$ cat src/verilog/ahbdw_defines.svh
// Constants for the bus data-width adapter.
// Assumes inclusion by bare name from the adapter package and modules.
`ifndef AHBDW_DEFINES_SVH
`define AHBDW_DEFINES_SVH

// =====================================================================
// Widths
`define AHBDW_BUS_W_DEF 64
`define AHBDW_NATIVE_W_DEF 32
`define AHBDW_ADDR_W 32
`define AHBDW_WIDTH_MIN 8
`define AHBDW_WIDTH_MAX 1024
`define AHBDW_WIDTH_PREF_MIN 32
`define AHBDW_WIDTH_PREF_MAX 256

// =====================================================================
// Transfer type and response codes
`define AHBDW_TRANS_IDLE 2'h0
`define AHBDW_TRANS_BUSY 2'h1
`define AHBDW_TRANS_NONSEQ 2'h2
`define AHBDW_TRANS_SEQ 2'h3
`define AHBDW_RESP_OKAY 2'h0
`define AHBDW_RESP_ERROR 2'h1

// =====================================================================
// Reset values
`define AHBDW_HOLD_RESET 1'h0

`endif

$ cat src/verilog/ahbdw_pkg.sv
// Types shared by the bus data-width adapter.
// Assumes ahbdw_defines.svh is on the include path.
`include "ahbdw_defines.svh"

package ahbdw_pkg;

  // =====================================================================
  // Error response sequencing
  typedef enum logic [1:0] {
    ERR_NONE,
    ERR_FIRST,
    ERR_SECOND
  } ahbdw_err_state_t;

  typedef logic [1:0] ahbdw_trans_t;
  typedef logic [1:0] ahbdw_resp_t;
  typedef logic [2:0] ahbdw_size_t;

endpackage : ahbdw_pkg

$ cat src/verilog/ahbdw_lane_steer.sv
// Byte-lane steering between a wide shared bus and a narrow native port.
// Assumes the lane index is the one captured in the address phase.
`timescale 1ns/10ps

`include "ahbdw_defines.svh"

module ahbdw_lane_steer
  import ahbdw_pkg::*;
#(
  parameter int BUS_W = `AHBDW_BUS_W_DEF,
  parameter int NATIVE_W = `AHBDW_NATIVE_W_DEF,
  parameter int LANE_BITS = 1
) (
  input wire logic [BUS_W-1:0] wide_wdata,
  input wire logic [LANE_BITS-1:0] lane,
  input wire logic lane_hold_mode,
  input wire logic [NATIVE_W-1:0] narrow_rdata,
  input wire logic [BUS_W-1:0] held_rdata,
  output logic [NATIVE_W-1:0] narrow_wdata,
  output logic [BUS_W-1:0] wide_rdata
);

  localparam int LANES = BUS_W / NATIVE_W;

  // =====================================================================
  // Write side: pick the addressed lane only
  assign narrow_wdata = wide_wdata[lane*NATIVE_W +: NATIVE_W];

  // =====================================================================
  // Read side: replicate, or drive only the addressed lane
  for (genvar i = 0; i < LANES; i++) begin : g_lane
    assign wide_rdata[i*NATIVE_W +: NATIVE_W] =
      (!lane_hold_mode || (lane == LANE_BITS'(i))) ? narrow_rdata
                                                   : held_rdata[i*NATIVE_W +: NATIVE_W];
  end

endmodule : ahbdw_lane_steer

$ cat src/verilog/ahbdw_adapter.sv
// Wrapper that puts a narrow native slave on a wider shared system bus.
// Assumes the native slave is a standard pipelined bus slave, one clock.
//
// Functional notes
// - The shared data width is one of 8 to 1024 bits in powers of two, agreed by all modules.
// - A data width of 32 to 256 bits is preferred, as guidance only.
// - The receiver of data picks it from the byte lane of the transfer; no replication needed.
// - The native slave is adapted by outside logic only, its own design untouched.
// - Narrow read data may be copied onto every native-width lane of the wide bus.
// - Alternatively only the addressed lane toggles while the others hold their value.
// - Transfers wider than the native port are refused with the ERROR response.
// - The slave side acts on a transfer only while its decoder select is high.
// - Reset leaves the block idle, and masters show IDLE transfers during it.
`timescale 1ns/10ps

`include "ahbdw_defines.svh"

module ahbdw_adapter
  import ahbdw_pkg::*;
#(
  parameter int BUS_W = `AHBDW_BUS_W_DEF,
  parameter int NATIVE_W = `AHBDW_NATIVE_W_DEF
) (
  input wire logic ref_clk,
  input wire logic reset,
  input wire logic lane_hold_mode,
  input wire logic hsel,
  input wire logic [`AHBDW_ADDR_W-1:0] haddr,
  input wire ahbdw_trans_t htrans,
  input wire logic hwrite,
  input wire ahbdw_size_t hsize,
  input wire logic [2:0] hburst,
  input wire logic hready_in,
  input wire logic [BUS_W-1:0] hwdata,
  output logic [BUS_W-1:0] hrdata,
  output logic hready_out,
  output ahbdw_resp_t hresp,
  output logic native_hsel,
  output logic [`AHBDW_ADDR_W-1:0] native_haddr,
  output ahbdw_trans_t native_htrans,
  output logic native_hwrite,
  output ahbdw_size_t native_hsize,
  output logic [2:0] native_hburst,
  output logic native_hready_in,
  output logic [NATIVE_W-1:0] native_hwdata,
  input wire logic [NATIVE_W-1:0] native_hrdata,
  input wire logic native_hready_out,
  input wire ahbdw_resp_t native_hresp
);

  // =====================================================================
  // Geometry
  localparam int LANES = BUS_W / NATIVE_W;
  localparam int BYTE_LO = $clog2(NATIVE_W / 8);
  localparam int LANE_BITS = (LANES > 1) ? $clog2(LANES) : 1;
  localparam ahbdw_size_t NATIVE_SIZE = ahbdw_size_t'(BYTE_LO);
  localparam bit BUS_OK = (BUS_W >= `AHBDW_WIDTH_MIN) && (BUS_W <= `AHBDW_WIDTH_MAX)
                          && ((BUS_W & (BUS_W - 1)) == 0);
  localparam bit NATIVE_OK = (NATIVE_W >= `AHBDW_WIDTH_MIN) && (NATIVE_W <= BUS_W)
                             && ((NATIVE_W & (NATIVE_W - 1)) == 0);

  typedef struct packed {
    logic dphase;
    logic [LANE_BITS-1:0] lane;
    ahbdw_err_state_t err;
    logic [BUS_W-1:0] held;
  } ahbdw_state_t;

  ahbdw_state_t s_reg;
  ahbdw_state_t s_next;
  logic accept;
  logic oversize;
  logic [LANE_BITS-1:0] addr_lane;
  logic [BUS_W-1:0] wide_rdata;

  // =====================================================================
  // Address phase decode
  assign accept = hsel && htrans[1] && hready_in;
  assign oversize = (hsize > NATIVE_SIZE);
  assign addr_lane = (LANES > 1) ? haddr[BYTE_LO +: LANE_BITS] : '0;

  // =====================================================================
  // Native side: control forwarded as sampled, oversize hidden
  assign native_hsel = hsel && !(htrans[1] && oversize);
  assign native_haddr = haddr;
  assign native_htrans = htrans;
  assign native_hwrite = hwrite;
  assign native_hsize = hsize;
  assign native_hburst = hburst;
  assign native_hready_in = hready_in;

  ahbdw_lane_steer #(
    .BUS_W(BUS_W),
    .NATIVE_W(NATIVE_W),
    .LANE_BITS(LANE_BITS)
  ) u_steer (
    .wide_wdata(hwdata),
    .lane(s_reg.lane),
    .lane_hold_mode(lane_hold_mode),
    .narrow_rdata(native_hrdata),
    .held_rdata(s_reg.held),
    .narrow_wdata(native_hwdata),
    .wide_rdata(wide_rdata)
  );

  // Hold mode freezes every lane outside a native data phase
  assign hrdata = (lane_hold_mode && !s_reg.dphase) ? s_reg.held : wide_rdata;

  // =====================================================================
  // Response: own ERROR sequence or native pass-through
  always_comb begin
    unique case (s_reg.err)
      ERR_FIRST: begin
        hready_out = 1'h0;
        hresp = `AHBDW_RESP_ERROR;
      end
      ERR_SECOND: begin
        hready_out = 1'h1;
        hresp = `AHBDW_RESP_ERROR;
      end
      ERR_NONE: begin
        hready_out = s_reg.dphase ? native_hready_out : 1'h1;
        hresp = s_reg.dphase ? native_hresp : `AHBDW_RESP_OKAY;
      end
      default: begin
        hready_out = 1'h1;
        hresp = `AHBDW_RESP_OKAY;
      end
    endcase
  end

  // =====================================================================
  // Next state
  always_comb begin
    s_next = s_reg;
    if (hready_in) begin
      s_next.dphase = accept && !oversize;
      if (accept) begin
        s_next.lane = addr_lane;
      end
    end
    unique case (s_reg.err)
      ERR_NONE: begin
        if (accept && oversize) begin
          s_next.err = ERR_FIRST;
        end
      end
      ERR_FIRST: begin
        s_next.err = ERR_SECOND;
      end
      ERR_SECOND: begin
        s_next.err = (accept && oversize) ? ERR_FIRST : ERR_NONE;
      end
      default: begin
        s_next.err = ERR_NONE;
      end
    endcase
    if (s_reg.dphase && native_hready_out) begin
      s_next.held = wide_rdata;
    end
  end

  always_ff @(posedge ref_clk) begin
    if (reset) begin
      s_reg <= '0;
    end else begin
      s_reg <= s_next;
    end
  end

  logic [NATIVE_W-1:0] sel_rlane;
  logic [NATIVE_W-1:0] sel_wlane;
  assign sel_rlane = hrdata[s_reg.lane*NATIVE_W +: NATIVE_W];
  assign sel_wlane = hwdata[s_reg.lane*NATIVE_W +: NATIVE_W];
  // Marks the lane of the current data phase
  logic [BUS_W-1:0] lane_mask;
  assign lane_mask = BUS_W'({NATIVE_W{1'h1}}) << (s_reg.lane * NATIVE_W);
endmodule : ahbdw_adapter

$ cat config.mk
export PLATFORM = sky130hd
export DESIGN_NAME = ahbdw_adapter
export DESIGN_NICKNAME = d
export VERILOG_FILES = /design/src/verilog/ahbdw_pkg.sv /design/src/verilog/ahbdw_lane_steer.sv /design/src/verilog/ahbdw_adapter.sv
export VERILOG_INCLUDE_DIRS = /design/src /design/src/verilog
export SDC_FILE = /design/constraint.sdc
export NUM_CORES = 1
export LEC_CHECK = 0
export BUFFER_PORTS_ARGS = -buffer_cell sky130_fd_sc_hd__buf_2
export CORE_AREA = 2 2 110 112
export CTS_CLUSTER_SIZE = 12
export DETAILED_ROUTE_END_ITERATION = 10
export DIE_AREA = 0 0 112 114
export HOLD_SLACK_MARGIN = 0.03
export PLACE_DENSITY = 0.74
export SKIP_CTS_REPAIR_TIMING = 1
export SLEW_MARGIN = 20
export SYNTH_ARGS = -nofsm -noshare
export SYNTH_HDL_FRONTEND = slang
export SYNTH_SLANG_ARGS = --single-unit
$ cat constraint.sdc
create_clock -name ref_clk -period 1.7 [get_ports ref_clk]
set_input_delay 0.17 -clock ref_clk [delete_from_list [all_inputs] [get_ports ref_clk]]
set_output_delay 0.17 -clock ref_clk [all_outputs]
set_load 0.05 [all_outputs]
==> results.md, run 1 <==
* Total grt overflow at 0
* Failing checks: negative setup slack
* Initial core utilization at 0.371
* Dpl ws at ~120 ps
* RR Startpoint: s_reg[66]
* Primary FF master, synth: dfxtp_1
* Slowest stage delay, CP at about 380 ps
* DR vias at 4166
* Power Density at between 800 and 900 nW/um2
* Final setup violation count at 66
* Mean Syn Cell Area at about 9.0 um2
* Status: finished with violations
* Critical path depth at 4
* Slew Limit Fails at 0
* WP buf/inv at 2
* Fin Clk Skew at 6.84 ps
* Wire per inst at between 15 and 20 um
* Worst setup SP type: register
* I/O Buffers at 214
* GR Layer Usage met1 at 0.229
* Met3 usage at 0.0499
* Hold Slack at roughly 100 ps
* Die area at around 13000 um2
* Max IR drop VDD at 0.399 mV
* Kind of critical path: reg -> out
* Worst-case reg-to-reg path depth at 5
* First drt pass iteration count at 5
* RSZ-0062 raised after global routing: true
* Number of synthesized flops with an enable pin at 0
* Htree depth at 3
* Layout area overhead at 28.5%
* Met2 Track Usage GR at 0.367
* GRT Util Overall at 0.205
* Design area at 5590 um2
* Net count, final at 789
* Critical path startpoint: s_reg[66]
* Dominant cells by area after synthesis: dfxtp_1, mux2_2, a21oi_1
* Final WS setup at -171 ps
* Clock sink count at 68
* Die W at about 110 um
* Placed Cells at 775
* Number of I/O pins at approximately 290
* Worst Setup EP: hrdata[61]
* Largest register FFs at 68
* Vias in the first global route at 3897
* Clk pin slew, worst setup/hold paths at about 50 ps
* CP Max Fanout at 16
* Worst Path Required at approximately 1500 ps
* DIE HEIGHT at 114 um
* Max-cap violation count at 0
* 1st-iter DRT viols at 354
* #FFs+latches synth at 68
* Share of cells above drive strength 1 at 0.550
* Final Non-Filler Cells at 791
* Antenna-violating nets left at 0
* CTS Root Cell: clkbuf_16
* Worst path top cell family by delay: buffers and inverters
* Worst-Margin Slew at 336 ps
* Crit path DAT at 1700 ps
* Crit path cell chain: a21boi_4 > buf_12 > mux2_2 > buf_2
* Synth cell types at 31
* Core Util, Final at 0.477
* Ys Warns at 0
* Fraction of registers with async set/reset at 0
* Placer's final routability congestion estimate at slightly below 0.9
* Hold path cells at 3
* Number of antenna violations at the first check in global routing at 1
* Global-route wire length before repair at between 20 and 25 mm
* Worst r2r dst: s_reg[58]
* Worst R2R Setup Slack at 390 ps
* CTS buffer count at 9
* Ant. Diodes at 0
* DP Area at 5180 um2
* Pleak at 2.43 nW
* Vias per inst at ~5.3
* Drt drc at 0
* Sequential share of the synthesized area at 0.313
* Largest net degree at the start of global routing at 70
* Routed WL at 13.7 mm
* Min-delay worst type: in -> reg
* TritonCTS clock tree: yes
* Total power at 5.00 mW
* CP Capture Type: output pin
* Core footprint at approximately 12000 um2
* Layout filler cell count at 1160
* Fin crit period at about 1900 ps
* Syn nets at 631
* Post-synthesis instance total at 481
* Slowest stage cell, crit path: dfxtp_4
* Hpwl dp at 10.1 mm
* Final Hold Fails at 0
* Final setup TNS at -9130 ps
* Global route hottest layer: met2
* Clk Latency, worst-skew pair at around 330 ps
* Fmax at approximately 530 MHz
* Post-synth top area share at 0.313
* Cell taking the most area after synthesis: dfxtp_1
* Slew HR at 0.776
* Period utilization at 1.10
* # rows at 40
* Synthesized cell area at about 4400 um2
* Clock Path Buffers at 2
placed cells by master, fill, tap and decap left out, types with 2 or more instances in the layout:
| master | n |
|---|---|
| a21oi_1 | 67 |
| buf_12 | 7 |
| buf_2 | 205 |
| buf_4 | 13 |
| buf_6 | 7 |
| bufinv_16 | 2 |
| clkbuf_16 | 9 |
| clkbuf_8 | 3 |
| dfxtp_1 | 64 |
| dfxtp_2 | 2 |
| dfxtp_4 | 2 |
| ha_1 | 4 |
| inv_1 | 4 |
| mux2_1 | 3 |
| mux2_2 | 92 |
| mux2i_1 | 2 |
| nand2_2 | 2 |
| nand2b_1 | 3 |
| nand3_1 | 64 |
| nor2_1 | 4 |
| o21ai_0 | 64 |
cells by family after synthesis:
group	after synthesis	share of synthesized area
flip-flops	68	0.313
AND/OR/NAND/NOR	79	0.0923
buffers and inverters	91	0.156
multiplexers	98	0.253
AO/OA/AOI/OAI	140	0.171
adder cells (fa/ha/maj)	5	0.0144
worst min-delay path by stage:
stage	from	slack, ps	end
final	haddr[2]	100	s_reg[66]
after global routing	native_hrdata[2]	120	s_reg[2]
after CTS	haddr[2]	90	s_reg[66]
after detailed placement	haddr[15]	340	native_haddr[15]
after global placement	haddr[15]	340	native_haddr[15]
after floorplan	haddr[2]	320	s_reg[66]
synthesized netlist by cell type (3+ instances only):
master	number
ha_1	5
clkbuf_1	18
mux2_1	4
nor2_1	4
buf_6	7
nand3_1	64
o21ai_0	64
buf_12	7
buf_2	12
inv_1	4
nand2b_1	3
a21oi_1	68
mux2_2	92
buf_4	42
dfxtp_1	68
worst min-delay path, stage by stage:
cell,delay [ps]
buf_2,90
mux2i_1,60
nor2_1,80
layout make-up:
cell class	instances	area, um2	share of cell area
flip-flops and latches	68	1370	0.245
well taps	147	184	0.0329
clock inverters	3	67.6	0.0121
repair buffers	233	1350	0.242
clock buffers	13	270	0.0484
multi-input cells	322	2330	0.416
inverters	5	18.8	0.00336
layer usage:
layer | vias to the layer above | wire length (um)
li1 | 1994 | -
met1 | 1931 | 5200
met2 | 209 | 6990
met3 | 32 | 981
met4 | 0 | 513
met5 | - | 0
report_power, final:
part           switching (mW)  leakage (nW)  internal (mW)
Clock                   0.699         0.162           1.41
Sequential            0.00866         0.551           1.60
Combinational           0.881          1.72          0.399
No activity file was read; power rests on OpenSTA's default activity.
==> inputs of run 2 (changes only) <==
Settings changed: CORE_AREA 2 2 110 112 to default, CORE_ASPECT_RATIO from default to 0.7, CORE_MARGIN from default to 1.5, CORE_UTILIZATION from default to 39, DIE_AREA 0 0 112 114 to default, MAX_ROUTING_LAYER from default to met4, PLACE_DENSITY 0.74 to 0.79.
Clock period 1.7 ns to 1.65 ns, I/O delays scaled along.
==> run 2 against run 1 <==
Net effect: the run still ends with negative setup slack left; core utilization grew 17 points; die area is 7.5% lower; setup slack got worse by 55 ps; clock power down 7%.
==> results.md, run 2 (synthesis results as in run 1) <==
* Vias in the first global route at 3918 (+0.54%)
* Total power at 5.45 mW (+9.0%)
* Number of antenna violations at the first check in global routing at 0 (-1)
* CP Capture Type: output pin
* Final Hold Fails at 0 (unchanged)
* Worst R2R Setup Slack at 70 ps (-320 ps)
* # rows at 32 (-20%)
* Largest net degree at the start of global routing at 70 (unchanged)
* Layout area overhead at 62.0%
* Dpl ws at 59.8 ps (-59.9 ps)
* Fin Clk Skew at 4.32 ps (-2.52 ps)
* Pleak at 3.08 nW (+27%)
* Core footprint at 10900 um2 (-6.7%)
* Worst setup SP type: register
* Net count, final at 808 (+2.4%)
* Clock sink count at 68 (unchanged)
* Share of cells above drive strength 1 at 0.569 (+0.0189)
* Die W at 129 um (+15%)
* TritonCTS clock tree: yes
* Final WS setup at -226 ps (-54.8 ps)
* CTS buffer count at 9 (unchanged)
* Min-delay worst type: in -> reg
* Crit path DAT at 1710 ps (about the same)
* Vias per inst at 5.49 (+4.3%)
* Power Density at 773 nW/um2 (-14%)
* Worst Path Required at 1480 ps (-50 ps)
* DR vias at 4481 (+7.6%)
* RSZ-0062 raised after global routing: true
* Max-cap violation count at 0 (unchanged)
* Fmax at 533 MHz
* GRT Util Overall at 0.230 (+0.0246)
* Most frequent cells in the layout: buf_2, mux2_4, buf_8
* Clk Latency, worst-skew pair at 320 ps (about the same)
* Status: finished with violations
* Core Util, Final at 0.645 (+0.168)
* Final setup violation count at 77 (+17%)
* Failing checks: negative setup slack
* Slowest stage delay, CP at 370 ps (about the same)
* Most common cell after layout, fill and taps aside: buf_2
* Most used cell, CP: buf_6
* Global-route wire length before repair at 20.8 mm (+0.90%)
* Total grt overflow at 0 (unchanged)
* Initial core utilization at 0.398 (+0.0265)
* Kind of critical path: reg -> out
* 1st-iter DRT viols at 298 (-16%)
* Slowest stage cell, crit path: dfxtp_4
* Hpwl dp at 9.89 mm (-2.1%)
* Antenna-violating nets left at 0 (unchanged)
* Clk pin slew, worst setup/hold paths at 60 ps (about the same)
* Ant. Diodes at 0 (unchanged)
* Htree depth at 3 (unchanged)
* Number of I/O pins at 287 (unchanged)
* Crit path cell chain: inv_4 > o21ai_4 > buf_12 > buf_6 > mux2_2 > buf_6
* Largest register FFs at 68 (unchanged)
* DP Area at 5200 um2 (+0.27%)
* First drt pass iteration count at 5 (unchanged)
* Period utilization at 1.14
* Worst-Margin Slew at 318 ps (-17.9 ps)
* DIE HEIGHT at 91.4 um (-20%)
* Routed WL at 16.3 mm (+19%)
* Max IR drop VDD at 0.532 mV (+33%)
* Wire per inst at 19.9 um (+15%)
* Slew HR at 0.788 (+0.0119)
* Slew Limit Fails at 0 (unchanged)
* Die area at 11800 um2 (-7.5%)
* Fin crit period at 1880 ps
* CP Max Fanout at 6 (-10)
* I/O Buffers at 214 (unchanged)
* CTS Root Cell: clkbuf_16
* Design area at 7050 um2 (+26%)
* Placer's final routability congestion estimate at 0.815 (-6.0%)
* Clock Path Buffers at 2 (unchanged)
* Drt drc at 0 (unchanged)
[run 2: cell count changes in the layout (fill, tap and decap cells not counted), moves of 7 or more]
cell       change
buf_8         +72
buf_2         -90
buf_6         +26
clkbuf_16      +7
mux2_2        -73
mux2_4        +76
[run 2: per-stage QoR]
stage	hold WS, ps	TNS, ps	std cells
final	117	-11680	816
after detailed placement	330	0	782
after CTS	103	-24720	798
after floorplan	312	0	481
after global placement	330	0	782
after global routing	128	-15720	816
[run 2: path summary, 6_finish.rpt]
check,from,to,cells after the start
setup / recovery,s_reg[67],hrdata[3],6
hold / removal,haddr[2],s_reg[66],3
setup reg to reg,s_reg[66],s_reg[59],7
hold reg to reg,s_reg[40],s_reg[40],2
[run 2: layout make-up]
type | count | area (um2)
sequential | 68 | 1370
clock buffer | 11 | 243
inverter | 5 | 21.3
multi-input combinational | 322 | 2620
fill | 857 | 3880
tap | 153 | 191
timing repair buffer | 252 | 2540
clock inverter | 5 | 60.1
[run 2: worst max-delay path, delay by kind of cell (launching register included)]
family / cells / cell delay, ps
AOI/OAI and AO/OA: 1 / 150
muxes: 1 / 360
buffers and inverters: 4 / 500
DFF: 1 / 370
[run 2: report_power, final]
| part | switching (mW) | internal (mW) |
|---|---|---|
| clock network | 0.730 | 1.22 |
| registers | 0.0105 | 1.65 |
| logic | 1.03 | 0.806 |
[run 2: routing by layer]
layer / global-route usage / vias up / share of wire
li1: - / 2044 / -
met1: 0.288 / 2163 / 0.41
met2: 0.367 / 256 / 0.50
met3: 0.0684 / 18 / 0.080
met4: 0.0478 / 0 / 0.012
met5: - / - / 0
==> inputs of run 3 (changes only) <==
Settings changed: RECOVER_POWER from default to 25.
Clock period 1.65 ns to 1.6 ns, I/O delays scaled along.
==> run 3 against run 2 <==
Net effect: the flow still finishes with violations (negative setup slack); critical path depth unchanged; sequential power grew 4%; wire length fell by 4.9%; critical endpoint is now hrdata[27]; largest power group unchanged; highest routed layer unchanged.
==> results.md, run 3 (synthesis results as in run 1) <==
* Status: finished with violations
* Failing checks: negative setup slack
* Initial core utilization at 0.398 (unchanged)
* Clock sink count at 68 (unchanged)
* Slew Limit Fails at 0 (unchanged)
* RSZ-0062 raised after global routing: true
* Core footprint at 10900 um2 (unchanged)
* Final setup violation count at 90 (+17%)
* CTS buffer count at 9 (unchanged)
* Worst-Margin Slew at 317 ps (-1.67 ps)
* Final WS setup at -275 ps (-49.7 ps)
* Max IR drop VDD at 0.574 mV (+8.0%)
* DR vias at 4402 (-1.8%)
* Drt drc at 0 (unchanged)
* Final Hold Fails at 0 (unchanged)
* Vias per inst at 5.43 (-1.0%)
* Placer's final routability congestion estimate at 0.823 (+1.0%)
* Wl on met1 at 6.50 mm (-2.0%)
* Net count, final at 802 (-0.74%)
* Wire per inst at 19.1 um (-4.2%)
* # rows at 32 (unchanged)
* Most common cell after layout, fill and taps aside: buf_2
* Kind of critical path: reg -> out
* Hold Slack at 106 ps (-11.2 ps)
* Fin crit period at 1880 ps
* Worst setup SP type: register
* DIE HEIGHT at 91.4 um (unchanged)
* Pleak at 2.78 nW (-9.7%)
* Worst Path Required at 1440 ps (-40 ps)
* Most frequent cells in the layout: buf_2, a21oi_1, nand3_1, o21ai_0, dfxtp_1
* Share of cells above drive strength 1 at 0.568 (-0.000895)
* Min-delay worst type: in -> reg
* Met2 wire length at 7.56 mm (-6.9%)
* DR top layer: met4
* Routed WL at 15.5 mm (-4.9%)
* Fin Clk Skew at 4.95 ps (+0.633 ps)
* Total power at 5.45 mW (about the same)
* Dpl ws at -14.6 ps (-74.4 ps)
* Die area at 11800 um2 (unchanged)
* Htree depth at 3 (unchanged)
* Ant. Diodes at 0 (unchanged)
* Slew HR at 0.789 (+0.00112)
* Period utilization at 1.17
* Clk Latency, worst-skew pair at 330 ps (about the same)
* CP Capture Type: output pin
* CP Max Fanout at 6 (unchanged)
* Fmax at between 500 and 600 MHz
* I/O Buffers at 214 (unchanged)
* Hpwl dp at 9.86 mm (-0.35%)
* Clock Path Buffers at 2 (unchanged)
* Core Util, Final at 0.591 (-0.0535)
* Layout filler cell count at 919 (+7.2%)
* Vias in the first global route at 3824 (-2.4%)
* Number of antenna violations at the first check in global routing at 0 (unchanged)
* Power Density at 843 nW/um2 (+9.1%)
* First drt pass iteration count at 4 (-1)
* Layout area overhead at 48.6%
* Routed met3 length at 1.19 mm (-8.9%)
* Max-cap violation count at 0 (unchanged)
* Final Non-Filler Cells at 810 (-0.74%)
* Global-route wire length before repair at 20.5 mm (-1.3%)
* Placed Cells at 785 (+0.38%)
* 1st-iter DRT viols at 283 (-5.0%)
* Antenna-violating nets left at 0 (unchanged)
* Die W at 129 um (unchanged)
* Total grt overflow at 0 (unchanged)
* Largest register FFs at 68 (unchanged)
* Largest net degree at the start of global routing at 70 (unchanged)
* TritonCTS clock tree: yes
* Crit path DAT at 1720 ps (about the same)
* Clk pin slew, worst setup/hold paths at 50 ps (about the same)
* GRT Util Overall at 0.228 (-0.00157)
* CTS Root Cell: clkbuf_16
* Number of I/O pins at 287 (unchanged)
[run 3: layout make-up]
| type | count | area [um2] | area share |
|---|---|---|---|
| Sequential cell | 68 | 1370 | 0.212 |
| Tap cell | 153 | 191 | 0.0296 |
| Inverter | 5 | 18.8 | 0.00290 |
| Clock inverter | 5 | 60.1 | 0.00929 |
| Multi-Input combinational cell | 322 | 2460 | 0.381 |
| Clock buffer | 11 | 253 | 0.0391 |
| Timing Repair Buffer | 246 | 2110 | 0.327 |
[run 3: per-layer routing]
layer,GRT usage,up-vias
met5,-,-
met4,0.0449,0
met3,0.0725,21
met2,0.349,253
met1,0.296,2100
li1,-,2028
[run 3: report_power, final]
| part | switching (mW) | leakage [nW] | total [mW] | internal [mW] |
|---|---|---|---|---|
| Combinational | 1.00 | 2.08 | 1.67 | 0.665 |
| Clock | 0.769 | 0.152 | 2.06 | 1.29 |
| Sequential | 0.0114 | 0.550 | 1.72 | 1.71 |
| Total | 1.78 | 2.78 | 5.45 | 3.67 |
[run 3: metrics by stage]
| stage | TNS, ps | cell area (um2) |
|---|---|---|
| floorplan | 0 | 4360 |
| global route | -21130 | 6460 |
| CTS | -29890 | 5550 |
| detailed placement | -27.1 | 5230 |
| global placement | 0 | 5230 |
| finish | -16770 | 6460 |
[run 3: path summary, 6_finish.rpt]
| kind | cells past startpoint | slack (ps) | from | to |
|---|---|---|---|---|
| setup / recovery | 6 | -280 | s_reg[67] | hrdata[27] |
| setup reg to reg | 5 | 220 | s_reg[66] | s_reg[62] |
| hold / removal | 3 | 110 | haddr[2] | s_reg[66] |
| hold reg to reg | 2 | 480 | s_reg[40] | s_reg[40] |
[run 3: critical path, cell delays in order (launching register included)]
cell and delay, ps:
dfxtp_2 360, inv_2 60, o21ai_4 160, buf_12 160
buf_6 130, mux2_2 350, buf_6 160
